## src/dirflag_pkg.sv

```systemverilog
// Function
// RQ1: flag at 0 keeps the data line output released (high impedance).
// RQ2: flag at 1 drives the data line from the output bit latch after ninth clock.
// RQ3: stop condition detected or reset clears the flag.
// RQ4: software writing 1 to the exit-communication bit clears the flag.
// RQ5: interface enable falling from 1 to 0 clears the flag.
// RQ6: software writing 1 to the wait-release bit clears the flag.
// RQ7: arbitration-lost flag rising from 0 to 1 clears the flag.
// RQ8: master sending 1 as first byte LSB (read) clears the flag.
// RQ9: slave detecting a start condition clears the flag.
// RQ10: master generating a start condition sets the flag.
// RQ11: master sending 0 as first byte LSB (write) sets the flag.
// RQ12: slave receiving 1 as first byte LSB sets the flag.
// RQ13: wait release at ninth clock with flag 1 clears it and releases the line.
package dirflag_pkg;
   // register byte offsets
   localparam logic [7:0] CTRL_OFF   = 8'h00;
   localparam logic [7:0] STATUS_OFF = 8'h04;
   // control field positions
   localparam int CTRL_ENABLE_BIT = 0;
   localparam int CTRL_EXIT_BIT   = 1;
   localparam int CTRL_WREL_BIT   = 2;
   // status field positions
   localparam int STAT_FLAG_BIT   = 0;
   localparam int STAT_DRIVE_BIT  = 1;
   localparam int STAT_NINTH_BIT  = 2;
   localparam int STAT_LINE_BIT   = 3;
   // reset values
   localparam logic        ENABLE_RST = 1'b0;
   localparam logic        FLAG_RST   = 1'b0;
   localparam logic        LINE_RST   = 1'b1;
   localparam logic [31:0] PRDATA_RST = 32'h0000_0000;
endpackage

```

## src/dirflag.sv

```systemverilog
// Added by the designer: the register offsets and the APB register port.
`timescale 1ns/100ps
module dirflag
   import dirflag_pkg::*;
(
   input  wire logic        pclk,
   input  wire logic        presetn,
   input  wire logic        psel,
   input  wire logic        penable,
   input  wire logic        pwrite,
   input  wire logic [7:0]  paddr,
   input  wire logic [31:0] pwdata,
   output logic      [31:0] prdata,
   output logic             pready,
   output logic             pslverr,
   input  wire logic        master_role,
   input  wire logic        start_generated,
   input  wire logic        start_detected,
   input  wire logic        stop_detected,
   input  wire logic        arbitration_lost_flag,
   input  wire logic        first_lsb_strobe,
   input  wire logic        first_lsb_value,
   input  wire logic        ninth_clock_rise,
   input  wire logic        out_bit_latch,
   input  wire logic        serial_data_line_in,
   output logic             serial_data_line_out,
   output logic             serial_data_line_oe,
   output logic             direction_flag
);

   // address decode shared by write, read and error paths
   function automatic logic hit(input logic [7:0] a, input logic [7:0] off);
      hit = (a == off);
   endfunction

   logic        enable_r, enable_nxt;
   logic        flag_r, flag_nxt;
   logic        ald_prev_r, ald_prev_nxt;
   logic        ninth_r, ninth_nxt;
   logic        sda_out_r, sda_out_nxt;
   logic        sda_oe_r, sda_oe_nxt;
   logic [31:0] prdata_r, prdata_nxt;
   logic        access, ctrl_wr, mapped;
   logic        exit_wr, wrel_wr, en_fall, ald_rise;
   logic        clr_ev, set_ev;
   logic        line_s1_r, line_s2_r, line_s3_r;
   logic        line_lvl_r, line_lvl_nxt;

   // three stage pin synchroniser; only the first stage sees the raw pin
   always_ff @(posedge pclk or negedge presetn) begin
      if (!presetn) begin
         line_s1_r <= LINE_RST;
         line_s2_r <= LINE_RST;
         line_s3_r <= LINE_RST;
      end else begin
         line_s1_r <= serial_data_line_in;
         line_s2_r <= line_s1_r;
         line_s3_r <= line_s2_r;
      end
   end

   // line level changes only once second and third stages agree
   always_comb begin
      line_lvl_nxt = line_lvl_r;
      if (line_s2_r == line_s3_r) begin
         line_lvl_nxt = line_s3_r;
      end
   end

   // filtered line level register
   always_ff @(posedge pclk or negedge presetn) begin
      if (!presetn) begin
         line_lvl_r <= LINE_RST;
      end else begin
         line_lvl_r <= line_lvl_nxt;
      end
   end

   // bus strobes, zero wait state
   assign access  = psel & penable;
   assign mapped  = hit(paddr, CTRL_OFF) | hit(paddr, STATUS_OFF);
   assign ctrl_wr = access & pwrite & hit(paddr, CTRL_OFF);
   assign pready  = 1'b1;
   assign pslverr = access & ~mapped;
   assign prdata  = prdata_r;

   // event decode for the direction flag
   assign exit_wr  = ctrl_wr & pwdata[CTRL_EXIT_BIT];
   assign wrel_wr  = ctrl_wr & pwdata[CTRL_WREL_BIT];
   assign en_fall  = enable_r & ~enable_nxt;
   assign ald_rise = arbitration_lost_flag & ~ald_prev_r;
   assign clr_ev   = stop_detected                                  // see RQ3
                   | exit_wr                                        // see RQ4
                   | en_fall                                        // see RQ5
                   | wrel_wr                                        // see RQ6 see RQ13
                   | ald_rise                                       // see RQ7
                   | (master_role & first_lsb_strobe & first_lsb_value) // see RQ8
                   | (~master_role & start_detected);               // see RQ9
   assign set_ev   = enable_nxt & ((master_role & start_generated)  // see RQ10
                   | (master_role & first_lsb_strobe & ~first_lsb_value) // see RQ11
                   | (~master_role & first_lsb_strobe & first_lsb_value)); // see RQ12

   // next state of control, flag and pin driver
   always_comb begin
      enable_nxt   = enable_r;
      ald_prev_nxt = arbitration_lost_flag;
      ninth_nxt    = ninth_r;
      prdata_nxt   = prdata_r;
      if (ctrl_wr) begin
         enable_nxt = pwdata[CTRL_ENABLE_BIT];
      end
      // hardware set wins over any clear in the same cycle except an enable fall, which blocks the set
      flag_nxt = flag_r;
      if (clr_ev) begin
         flag_nxt = 1'b0;
      end
      if (set_ev) begin
         flag_nxt = 1'b1;
      end
      // drive window opens at the first byte's ninth clock
      if (start_detected | start_generated | stop_detected | en_fall) begin
         ninth_nxt = 1'b0;
      end else if (ninth_clock_rise) begin
         ninth_nxt = 1'b1;
      end
      sda_oe_nxt  = flag_nxt & ninth_nxt;                            // see RQ1 see RQ2
      sda_out_nxt = sda_oe_nxt & out_bit_latch;                      // see RQ2
      // read data captured in the setup cycle
      if (psel & ~penable & ~pwrite) begin
         prdata_nxt = 32'h0000_0000;
         if (hit(paddr, CTRL_OFF)) begin
            prdata_nxt[CTRL_ENABLE_BIT] = enable_r;
         end
         if (hit(paddr, STATUS_OFF)) begin
            prdata_nxt[STAT_FLAG_BIT]  = flag_r;
            prdata_nxt[STAT_DRIVE_BIT] = sda_oe_r;
            prdata_nxt[STAT_NINTH_BIT] = ninth_r;
            prdata_nxt[STAT_LINE_BIT]  = line_lvl_r;
         end
      end
   end

   // state registers
   always_ff @(posedge pclk or negedge presetn) begin
      if (!presetn) begin
         enable_r   <= ENABLE_RST;
         flag_r     <= FLAG_RST;                                     // see RQ3
         ald_prev_r <= 1'b0;
         ninth_r    <= 1'b0;
         sda_out_r  <= 1'b0;
         sda_oe_r   <= 1'b0;
         prdata_r   <= PRDATA_RST;
      end else begin
         enable_r   <= enable_nxt;
         flag_r     <= flag_nxt;
         ald_prev_r <= ald_prev_nxt;
         ninth_r    <= ninth_nxt;
         sda_out_r  <= sda_out_nxt;
         sda_oe_r   <= sda_oe_nxt;
         prdata_r   <= prdata_nxt;
      end
   end

   assign serial_data_line_out = sda_out_r;
   assign serial_data_line_oe  = sda_oe_r;
   assign direction_flag       = flag_r;

   // checks
   AST_RELEASE: assert property (@(posedge pclk) disable iff (!presetn) // see RQ1
      !direction_flag |-> !serial_data_line_oe)
      else $error("data line driven while flag is 0");
   AST_DRIVE: assert property (@(posedge pclk) disable iff (!presetn) // see RQ2
      serial_data_line_oe |-> (serial_data_line_out == $past(out_bit_latch)))
      else $error("data line not driven from output latch");
   AST_STOP: assert property (@(posedge pclk) disable iff (!presetn) // see RQ3
      stop_detected && !set_ev |=> !direction_flag)
      else $error("stop did not clear flag");
   AST_EXIT: assert property (@(posedge pclk) disable iff (!presetn) // see RQ4
      exit_wr && !set_ev |=> !direction_flag)
      else $error("exit write did not clear flag");
   AST_ENFALL: assert property (@(posedge pclk) disable iff (!presetn) // see RQ5
      $fell(enable_r) |-> !direction_flag)
      else $error("disable did not clear flag");
   AST_WREL: assert property (@(posedge pclk) disable iff (!presetn) // see RQ6
      wrel_wr && !set_ev |=> !direction_flag)
      else $error("wait release did not clear flag");
   AST_ALD: assert property (@(posedge pclk) disable iff (!presetn) // see RQ7
      $rose(arbitration_lost_flag) && !set_ev |=> !direction_flag)
      else $error("arbitration loss did not clear flag");
   AST_MREAD: assert property (@(posedge pclk) disable iff (!presetn) // see RQ8
      master_role && first_lsb_strobe && first_lsb_value && !start_generated |=> !direction_flag)
      else $error("master read did not clear flag");
   AST_SSTART: assert property (@(posedge pclk) disable iff (!presetn) // see RQ9
      !master_role && start_detected && !first_lsb_strobe |=> !direction_flag)
      else $error("slave start did not clear flag");
   AST_MSTART: assert property (@(posedge pclk) disable iff (!presetn) // see RQ10
      master_role && start_generated && enable_nxt |=> direction_flag)
      else $error("start generation did not set flag");
   AST_MWRITE: assert property (@(posedge pclk) disable iff (!presetn) // see RQ11
      master_role && first_lsb_strobe && !first_lsb_value && enable_nxt |=> direction_flag)
      else $error("master write did not set flag");
   AST_SREAD: assert property (@(posedge pclk) disable iff (!presetn) // see RQ12
      !master_role && first_lsb_strobe && first_lsb_value && enable_nxt |=> direction_flag)
      else $error("slave read request did not set flag");
   AST_WREL_RELEASE: assert property (@(posedge pclk) disable iff (!presetn) // see RQ13
      direction_flag && wrel_wr && !set_ev |=> !serial_data_line_oe)
      else $error("wait release did not release the line");
   COV_MASTER_TX: cover property (@(posedge pclk) disable iff (!presetn)
      master_role && start_generated ##[1:100] serial_data_line_oe);
   COV_SLAVE_TX: cover property (@(posedge pclk) disable iff (!presetn)
      !master_role && first_lsb_strobe && first_lsb_value ##[1:100] serial_data_line_oe);
   COV_WREL: cover property (@(posedge pclk) disable iff (!presetn)
      direction_flag && wrel_wr);

   // released output never carries a stale high
   AST_OUT_IDLE: assert property (@(posedge pclk) disable iff (!presetn) // see RQ1
      !serial_data_line_oe |-> !serial_data_line_out)
      else $error("data output high while released");

   // drive only inside the window opened at the ninth clock
   AST_OE_WINDOW: assert property (@(posedge pclk) disable iff (!presetn) // see RQ2
      serial_data_line_oe |-> ninth_r)
      else $error("data line driven before ninth clock");

   // a stop closes the drive window at once
   AST_STOP_RELEASE: assert property (@(posedge pclk) disable iff (!presetn) // see RQ3
      stop_detected |=> !serial_data_line_oe)
      else $error("data line still driven after stop");

   // no set may land while the interface stays disabled
   AST_DISABLED: assert property (@(posedge pclk) disable iff (!presetn) // see RQ5
      !enable_r && !ctrl_wr && !direction_flag |=> !direction_flag)
      else $error("flag set while interface disabled");

   // set wins over a clear in the same cycle
   AST_SET_WINS: assert property (@(posedge pclk) disable iff (!presetn) // see RQ10
      set_ev |=> direction_flag)
      else $error("set event lost against clear");

   // flag holds when nothing sets or clears it
   AST_HOLD: assert property (@(posedge pclk) disable iff (!presetn)
      !clr_ev && !set_ev |=> direction_flag == $past(direction_flag))
      else $error("flag changed without an event");

   // enable bit follows the control write
   AST_ENABLE_WR: assert property (@(posedge pclk) disable iff (!presetn)
      ctrl_wr |=> enable_r == $past(pwdata[CTRL_ENABLE_BIT]))
      else $error("enable bit did not follow write");

   // unmapped access answers with an error
   AST_SLVERR: assert property (@(posedge pclk) disable iff (!presetn)
      psel && penable && (paddr != CTRL_OFF) && (paddr != STATUS_OFF) |-> pslverr)
      else $error("unmapped access without error");

   // filtered line takes the agreed synchroniser value
   AST_LINE_FILTER: assert property (@(posedge pclk) disable iff (!presetn)
      line_s2_r == line_s3_r |=> line_lvl_r == $past(line_s3_r))
      else $error("line filter did not follow agreed level");

   // exit and disable scenarios
   COV_EXIT: cover property (@(posedge pclk) disable iff (!presetn)
      direction_flag && exit_wr);
   COV_DISABLE: cover property (@(posedge pclk) disable iff (!presetn)
      direction_flag && en_fall);
endmodule

```

## config.mk

```make
export PLATFORM = sky130hd
export DESIGN_NAME = dirflag
export DESIGN_NICKNAME = d
export VERILOG_FILES = /design/src/dirflag_pkg.sv /design/src/dirflag.sv
export SDC_FILE = /design/constraint.sdc
export NUM_CORES = 1
export LEC_CHECK = 0
export ABC_AREA = 1
export BUFFER_PORTS_ARGS = -buffer_cell sky130_fd_sc_hd__buf_2
export CAP_MARGIN = 20
export CORE_UTILIZATION = 30
export CTS_BUF_LIST = sky130_fd_sc_hd__clkbuf_4 sky130_fd_sc_hd__clkbuf_8
export DETAILED_ROUTE_END_ITERATION = 7
export GPL_ROUTABILITY_DRIVEN = 0
export PLACE_DENSITY = 0.76
export SLEW_MARGIN = 20
export SYNTH_ARGS = -nofsm -noshare
export SYNTH_HDL_FRONTEND = slang
export SYNTH_SLANG_ARGS = --single-unit
```

## constraint.sdc

```tcl
create_clock -name pclk -period 2.2 [get_ports pclk]
set_clock_uncertainty 0.05 [all_clocks]
set_input_delay 0 -clock pclk [delete_from_list [all_inputs] [get_ports pclk]]
set_output_delay 0 -clock pclk [all_outputs]
set_load 0.02 [all_outputs]
```

==> results.json, run 1 <==
{
  "grt_overflow": 0,
  "io_buffers": 33,
  "syn_area_per_cell_um2": 8.508,
  "antenna_cells": 0,
  "nets": 203,
  "ys_types": 22,
  "min_to": "ninth_r$_DFF_PN0_",
  "whs_path_depth": 5,
  "grt_max_degree": 15,
  "core_um2": 2781,
  "cts-root-buf": "clkbuf_4",
  "hold_violations": 0,
  "fillers": 312,
  "htree_levels": 1,
  "arrival_ns": 1.74,
  "startpoint_type": "input pin",
  "ant_nets": 0,
  "vias": 672,
  "report.final.slew_viol_count": 0,
  "peakVddDrop_uv": 415.3,
  "mostFrequentLayoutCell": "buf_2",
  "reg2reg_slack_ns": 0.70,
  "worstSetupPathType": "in2reg",
  "drc": 0,
  "cts_buffers": 3,
  "die_area_um2": 3200,
  "drt-total-wl_mm": 1.483,
  "postCtsSetupBuffers": 0,
  "crit_fanout": 2,
  "synth_area_um2": 893.4,
  "fin_tns_setup_ns": 0,
  "layout-drive-gt1-share_pct": 38.10,
  "fin_util_pct": 39.09,
  "fin_crit_ns": 1.572,
  "r2r_start": "ninth_r$_DFF_PN0_",
  "die_width_um": 56.57,
  "rsz0062_at_grt": "false",
  "syn2layout_area_growth_pct": 21.71,
  "holdCritPathClass": "in2reg",
  "syn_inst": 105,
  "yosysSeqAreaShare_pct": 39.78,
  "die_h_um": 56.57,
  "r2r-end": "serial_data_line_oe$_DFF_PN0_",
  "routedWlPerCell_um": 8.331,
  "hpwl_mm": 1.239,
  "max_freq_mhz": 636.1,
  "fp-row-count": 19,
  "firstDrtPassIters": 2,
  "status": "finished clean",
  "multi_input_area_um2": 380.4,
  "clk_latency_ns": 0.27,
  "setup_violations": 0,
  "leakagePower_nw": 0.5997,
  "end_kind": "register",
  "num_io_pins": 92,
  "initial_core_util_pct": 32.12,
  "cp.required_ns": 2.36,
  "worst-r2r-cell-count": 7,
  "path_clk_slew_ns": 0.08,
  "grt_pass1_wl_mm": 2.387,
  "maxCapViolCount": 0,
  "antenna_found_initial": 0,
  "grt_usage_pct": 9.811,
  "avgViaCountPerCell": 3.775,
  "post-route-period-util_pct": 71.46,
  "powerDensity_nw_per_um2": 542.5,
  "cts_buffer_depth": 2,
  "min_from": "pwdata[0]",
  "clock-sinks": 14,
  "register_area_um2": 355.3,
  "cts_tree": "done",
  "yosys_register_bits": 14,
  "drtIter0Drc": 6,
  "first_global_vias": 564,
  "mostFrequentLayoutCells": "buf_2 (33), conb_1 (29), nand2_1 (12)",
  "postCtsResizedCells": 0,
  "yosysWarningCount": 0
}
## layer usage
metal	GRT usage (%)	up-vias	routed length [um]
met3	4.839	0	108
met4	2.091	0	0
met2	15.80	30	715
li1	-	352	-
met5	0	-	0
met1	11.79	290	659
## synthesized netlist by cell type
cell type  count  area, um2
nor2_4         1      11.26
a22oi_1        2      15.01
dfstp_2        4      105.1
nand3_2        1      10.01
nand3b_1       2      15.01
inv_1         11      41.29
nand2_2        6      37.54
nand3_1        3      15.01
nand2_1       12      45.04
or2_2          1      6.260
nor2_1         4      15.01
maj3_1         1      10.01
dfrtp_1       10      250.2
and2_2         1      7.510
nor3_1         2      10.01
nor4_1         1      6.260
conb_1         2      7.510
a21oi_1        1      5.000
buf_4         29      217.7
nor2_2         5      31.28
nand4_1        1      6.260
o21ai_0        5      25.02
## power breakdown
part / leakage [nW] / internal, W / switching, W / total, W
Sequential: 0.169 / 0.000273 / 0.00000623 / 0.000279
Clock: 0.0210 / 0.000101 / 0.0000815 / 0.000182
Combinational: 0.410 / 0.0000420 / 0.0000870 / 0.000129
## cell families (layout without fill, tap and decap cells)
kind of cell,after synthesis,in the layout,share of synthesized area (%)
and+or+nand+nor,40,40,24.23
buffers and inverters,40,55,28.99
DFF,14,14,39.78
AOI/OAI and AO/OA,8,8,5.041
other,2,29,0.8406
adders and majority gates,1,1,1.120
## final cells by class
type                       instances  share of cell area (%)
timing repair buffer              40                   21.63
tap                               31                   3.567
clock buffer                       4                   3.337
sequential                        14                   32.68
inverter                          11                   3.797
multi-input combinational         78                   34.98
## critical path, stage by stage
cell and delay (ns):
dlygate4sd3_1 0.53, buf_2 0.13, nor4_1 0.24, dlygate4sd3_1 0.57
nand2_1 0.05, inv_1 0.08, nand2_2 0.07, nor2_2 0.06
## state kept, by name (all words and copies together) (netlist names)
signal and flops:
line_s3_r 1, prdata 4, line_s1_r 1, enable_r 1
direction_flag 1, line_lvl_r 1, line_s2_r 1, serial_data_line_oe 1
ald_prev_r 1, ninth_r 1, serial_data_line_out 1
## worst max path at each step
stage                              from                              to
5_1_grt                   stop_detected  serial_data_line_out$_DFF_PN0_
6_report                  stop_detected  serial_data_line_out$_DFF_PN0_
3_5_place_dp   direction_flag$_DFF_PN0_  serial_data_line_out$_DFF_PN0_
2_1_floorplan  direction_flag$_DFF_PN0_  serial_data_line_out$_DFF_PN0_
3_3_place_gp   direction_flag$_DFF_PN0_  serial_data_line_out$_DFF_PN0_
4_1_cts                   stop_detected  serial_data_line_out$_DFF_PN0_
## stage by stage
step | cell area [um2] | setup slack (ns) | hold slack (ns) | cells | total power [W]
2_1_floorplan | 994.7 | 1.081 | -0.3456 | 132 | 0.0004027
3_3_place_gp | 980.9 | 1.130 | -0.1491 | 167 | 0.0004018
3_5_place_dp | 980.9 | 1.123 | -0.1377 | 167 | 0.0004044
4_1_cts | 1087 | 0.6392 | 0.03631 | 178 | 0.0006003
5_1_grt | 1087 | 0.5144 | 0.06882 | 178 | 0.0006252
6_report | 1087 | 0.6279 | 0.05112 | 178 | 0.0005898
## timing repair
| action | CTS | global route |
|---|---|---|
| setup endpoints to repair | 0 | 0 |
| hold buffers | 7 | 0 |
| hold endpoints to repair | 19 | 0 |
Note: power is estimated with default switching activity, not from simulation.
==> inputs of run 2 (changes only) <==
clock period = 1.6 ns   (was 2.2 ns; I/O delays follow)
==> run 2 against run 1 <==
Combinational power grew 40%; register-to-register slack worse by 0.21 ns; die area unchanged; clock-buffer cell count did not move; core utilization increased by 0.22 points; routed wire length grew 1.8%.
==> results.json, run 2 (synthesized netlist as in run 1, its figures left out) <==
{
  "critical_path.most_common_cell": "nand2_2",
  "layout-drive-gt1-share_pct": 38.78,
  "fin_cells": 178,
  "startpoint_type": "register",
  "cts_tree": "done",
  "place_ws_ns": 0.5232,
  "end_kind": "register",
  "vias": 681,
  "cts-root-buf": "clkbuf_4",
  "nets": 203,
  "fp-row-count": 19,
  "clk_latency_ns": 0.27,
  "fin_tns_setup_ns": 0,
  "arrival_ns": 1.27,
  "die_width_um": 56.57,
  "cts_buffer_depth": 2,
  "powerDensity_nw_per_um2": 744.7,
  "slowest_stage": "dfrtp_1",
  "p_total_w": 0.0008143,
  "grt_overflow": 0,
  "rsz0062_at_grt": "false",
  "grt_pass1_wl_mm": 2.387,
  "drt-total-wl_mm": 1.509,
  "maxCapViolCount": 0,
  "mostFrequentLayoutCell": "buf_2",
  "worstSetupPathType": "reg2reg",
  "post-route-period-util_pct": 69.33,
  "initial_core_util_pct": 32.12,
  "leakagePower_nw": 0.5978,
  "peakVddDrop_uv": 554.5,
  "num_io_pins": 92,
  "cp.required_ns": 1.76,
  "dp.cells": 167,
  "die_area_um2": 3200,
  "firstDrtPassIters": 4,
  "setup_violations": 0,
  "place_area_um2": 980.9,
  "max_freq_mhz": 901.5,
  "setup_slack_ns": 0.4908,
  "htree_levels": 1,
  "avgViaCountPerCell": 3.826,
  "syn2layout_area_growth_pct": 22.41,
  "antenna_found_initial": 0,
  "critPathMaxStageDelay_ns": 0.40,
  "crit_fanout": 3,
  "first_global_vias": 564,
  "cts_buffers": 3,
  "hold_violations": 0,
  "drc": 0,
  "holdCritPathClass": "in2reg",
  "io_buffers": 33,
  "hpwl_mm": 1.239,
  "die_h_um": 56.57,
  "report.final.slew_viol_count": 0,
  "path_clk_slew_ns": 0.09,
  "routedWlPerCell_um": 8.478,
  "final_area_um2": 1094,
  "clock-sinks": 14,
  "drtIter0Drc": 7,
  "grt_max_degree": 15,
  "antenna_cells": 0,
  "mostFrequentLayoutCells": "buf_2 (33), conb_1 (29), nand2_1 (12)",
  "status": "finished clean",
  "fin_crit_ns": 1.109,
  "largest_reg_flops": 4,
  "core_um2": 2781,
  "grt_usage_pct": 9.811,
  "crit_chain": "o21ai_0 -> nor3_1 -> nand3_1 -> nand2_2 -> nand2_2 -> nor2_2",
  "ant_nets": 0
}
-- run 2: cell counts in the layout (fill, tap and decap cells not counted) --
Identical to the previous run, type by type.
-- run 2: cell type report --
cell class | count | area, um2
clock buffers | 4 | 36.28
fillers | 310 | 1688
inverters | 11 | 41.29
multi-input cells | 78 | 386.6
flip-flops and latches | 14 | 355.3
well taps | 31 | 38.79
repair buffers | 40 | 235.2
-- run 2: through the flow --
step	util, %	hold WS [ns]
finish	39.32	0.05310
global route	39.32	0.06882
CTS	39.09	0.03631
detailed placement	35.27	-0.1377
global placement	35.27	-0.1491
floorplan	-	-0.3456
-- run 2: worst max-delay path: cells and delay by family (launching register included) --
| family | cells | cell delay [ns] |
|---|---|---|
| AOI/OAI and AO/OA | 1 | 0.10 |
| DFF | 1 | 0.40 |
| and+or+nand+nor | 5 | 0.50 |
-- run 2: final timing paths --
path | start | end | slack [ns] | cells after the start
setup / recovery | direction_flag$_DFF_PN0_ | serial_data_line_out$_DFF_PN0_ | 0.49 | 6
hold reg to reg | line_s1_r$_DFF_PN1_ | line_s2_r$_DFF_PN1_ | 0.31 | 0
setup reg to reg | direction_flag$_DFF_PN0_ | serial_data_line_out$_DFF_PN0_ | 0.49 | 6
hold / removal | paddr[0] | prdata[0]$_DFFE_PN0P_ | 0.05 | 6
max in group asynchronous | presetn | line_s2_r$_DFF_PN1_ | 1.12 | 2
min in group asynchronous | presetn | serial_data_line_oe$_DFF_PN0_ | 0.09 | 2
-- run 2: repair_timing --
item | 4_1_cts | 5_1_grt
resized for setup | 0 | 1
setup buffers | 0 | 0
hold buffers | 7 | 1
hold endpoints to repair | 19 | 1
setup endpoints to repair | 0 | 2
-- run 2: per-layer routing --
metal	share of wire, %	vias to the layer above	track usage, %	wire length (um)
li1	-	353	-	-
met1	43	298	11.79	656
met2	49	30	15.80	741
met3	7.4	0	4.839	112
met4	0	0	2.091	0
met5	0	-	0	0
-- run 2: where the power goes --
part	switching, W	internal [W]
clock network	0.000113	0.000138
logic	0.000121	0.0000589
registers	0.00000859	0.000375
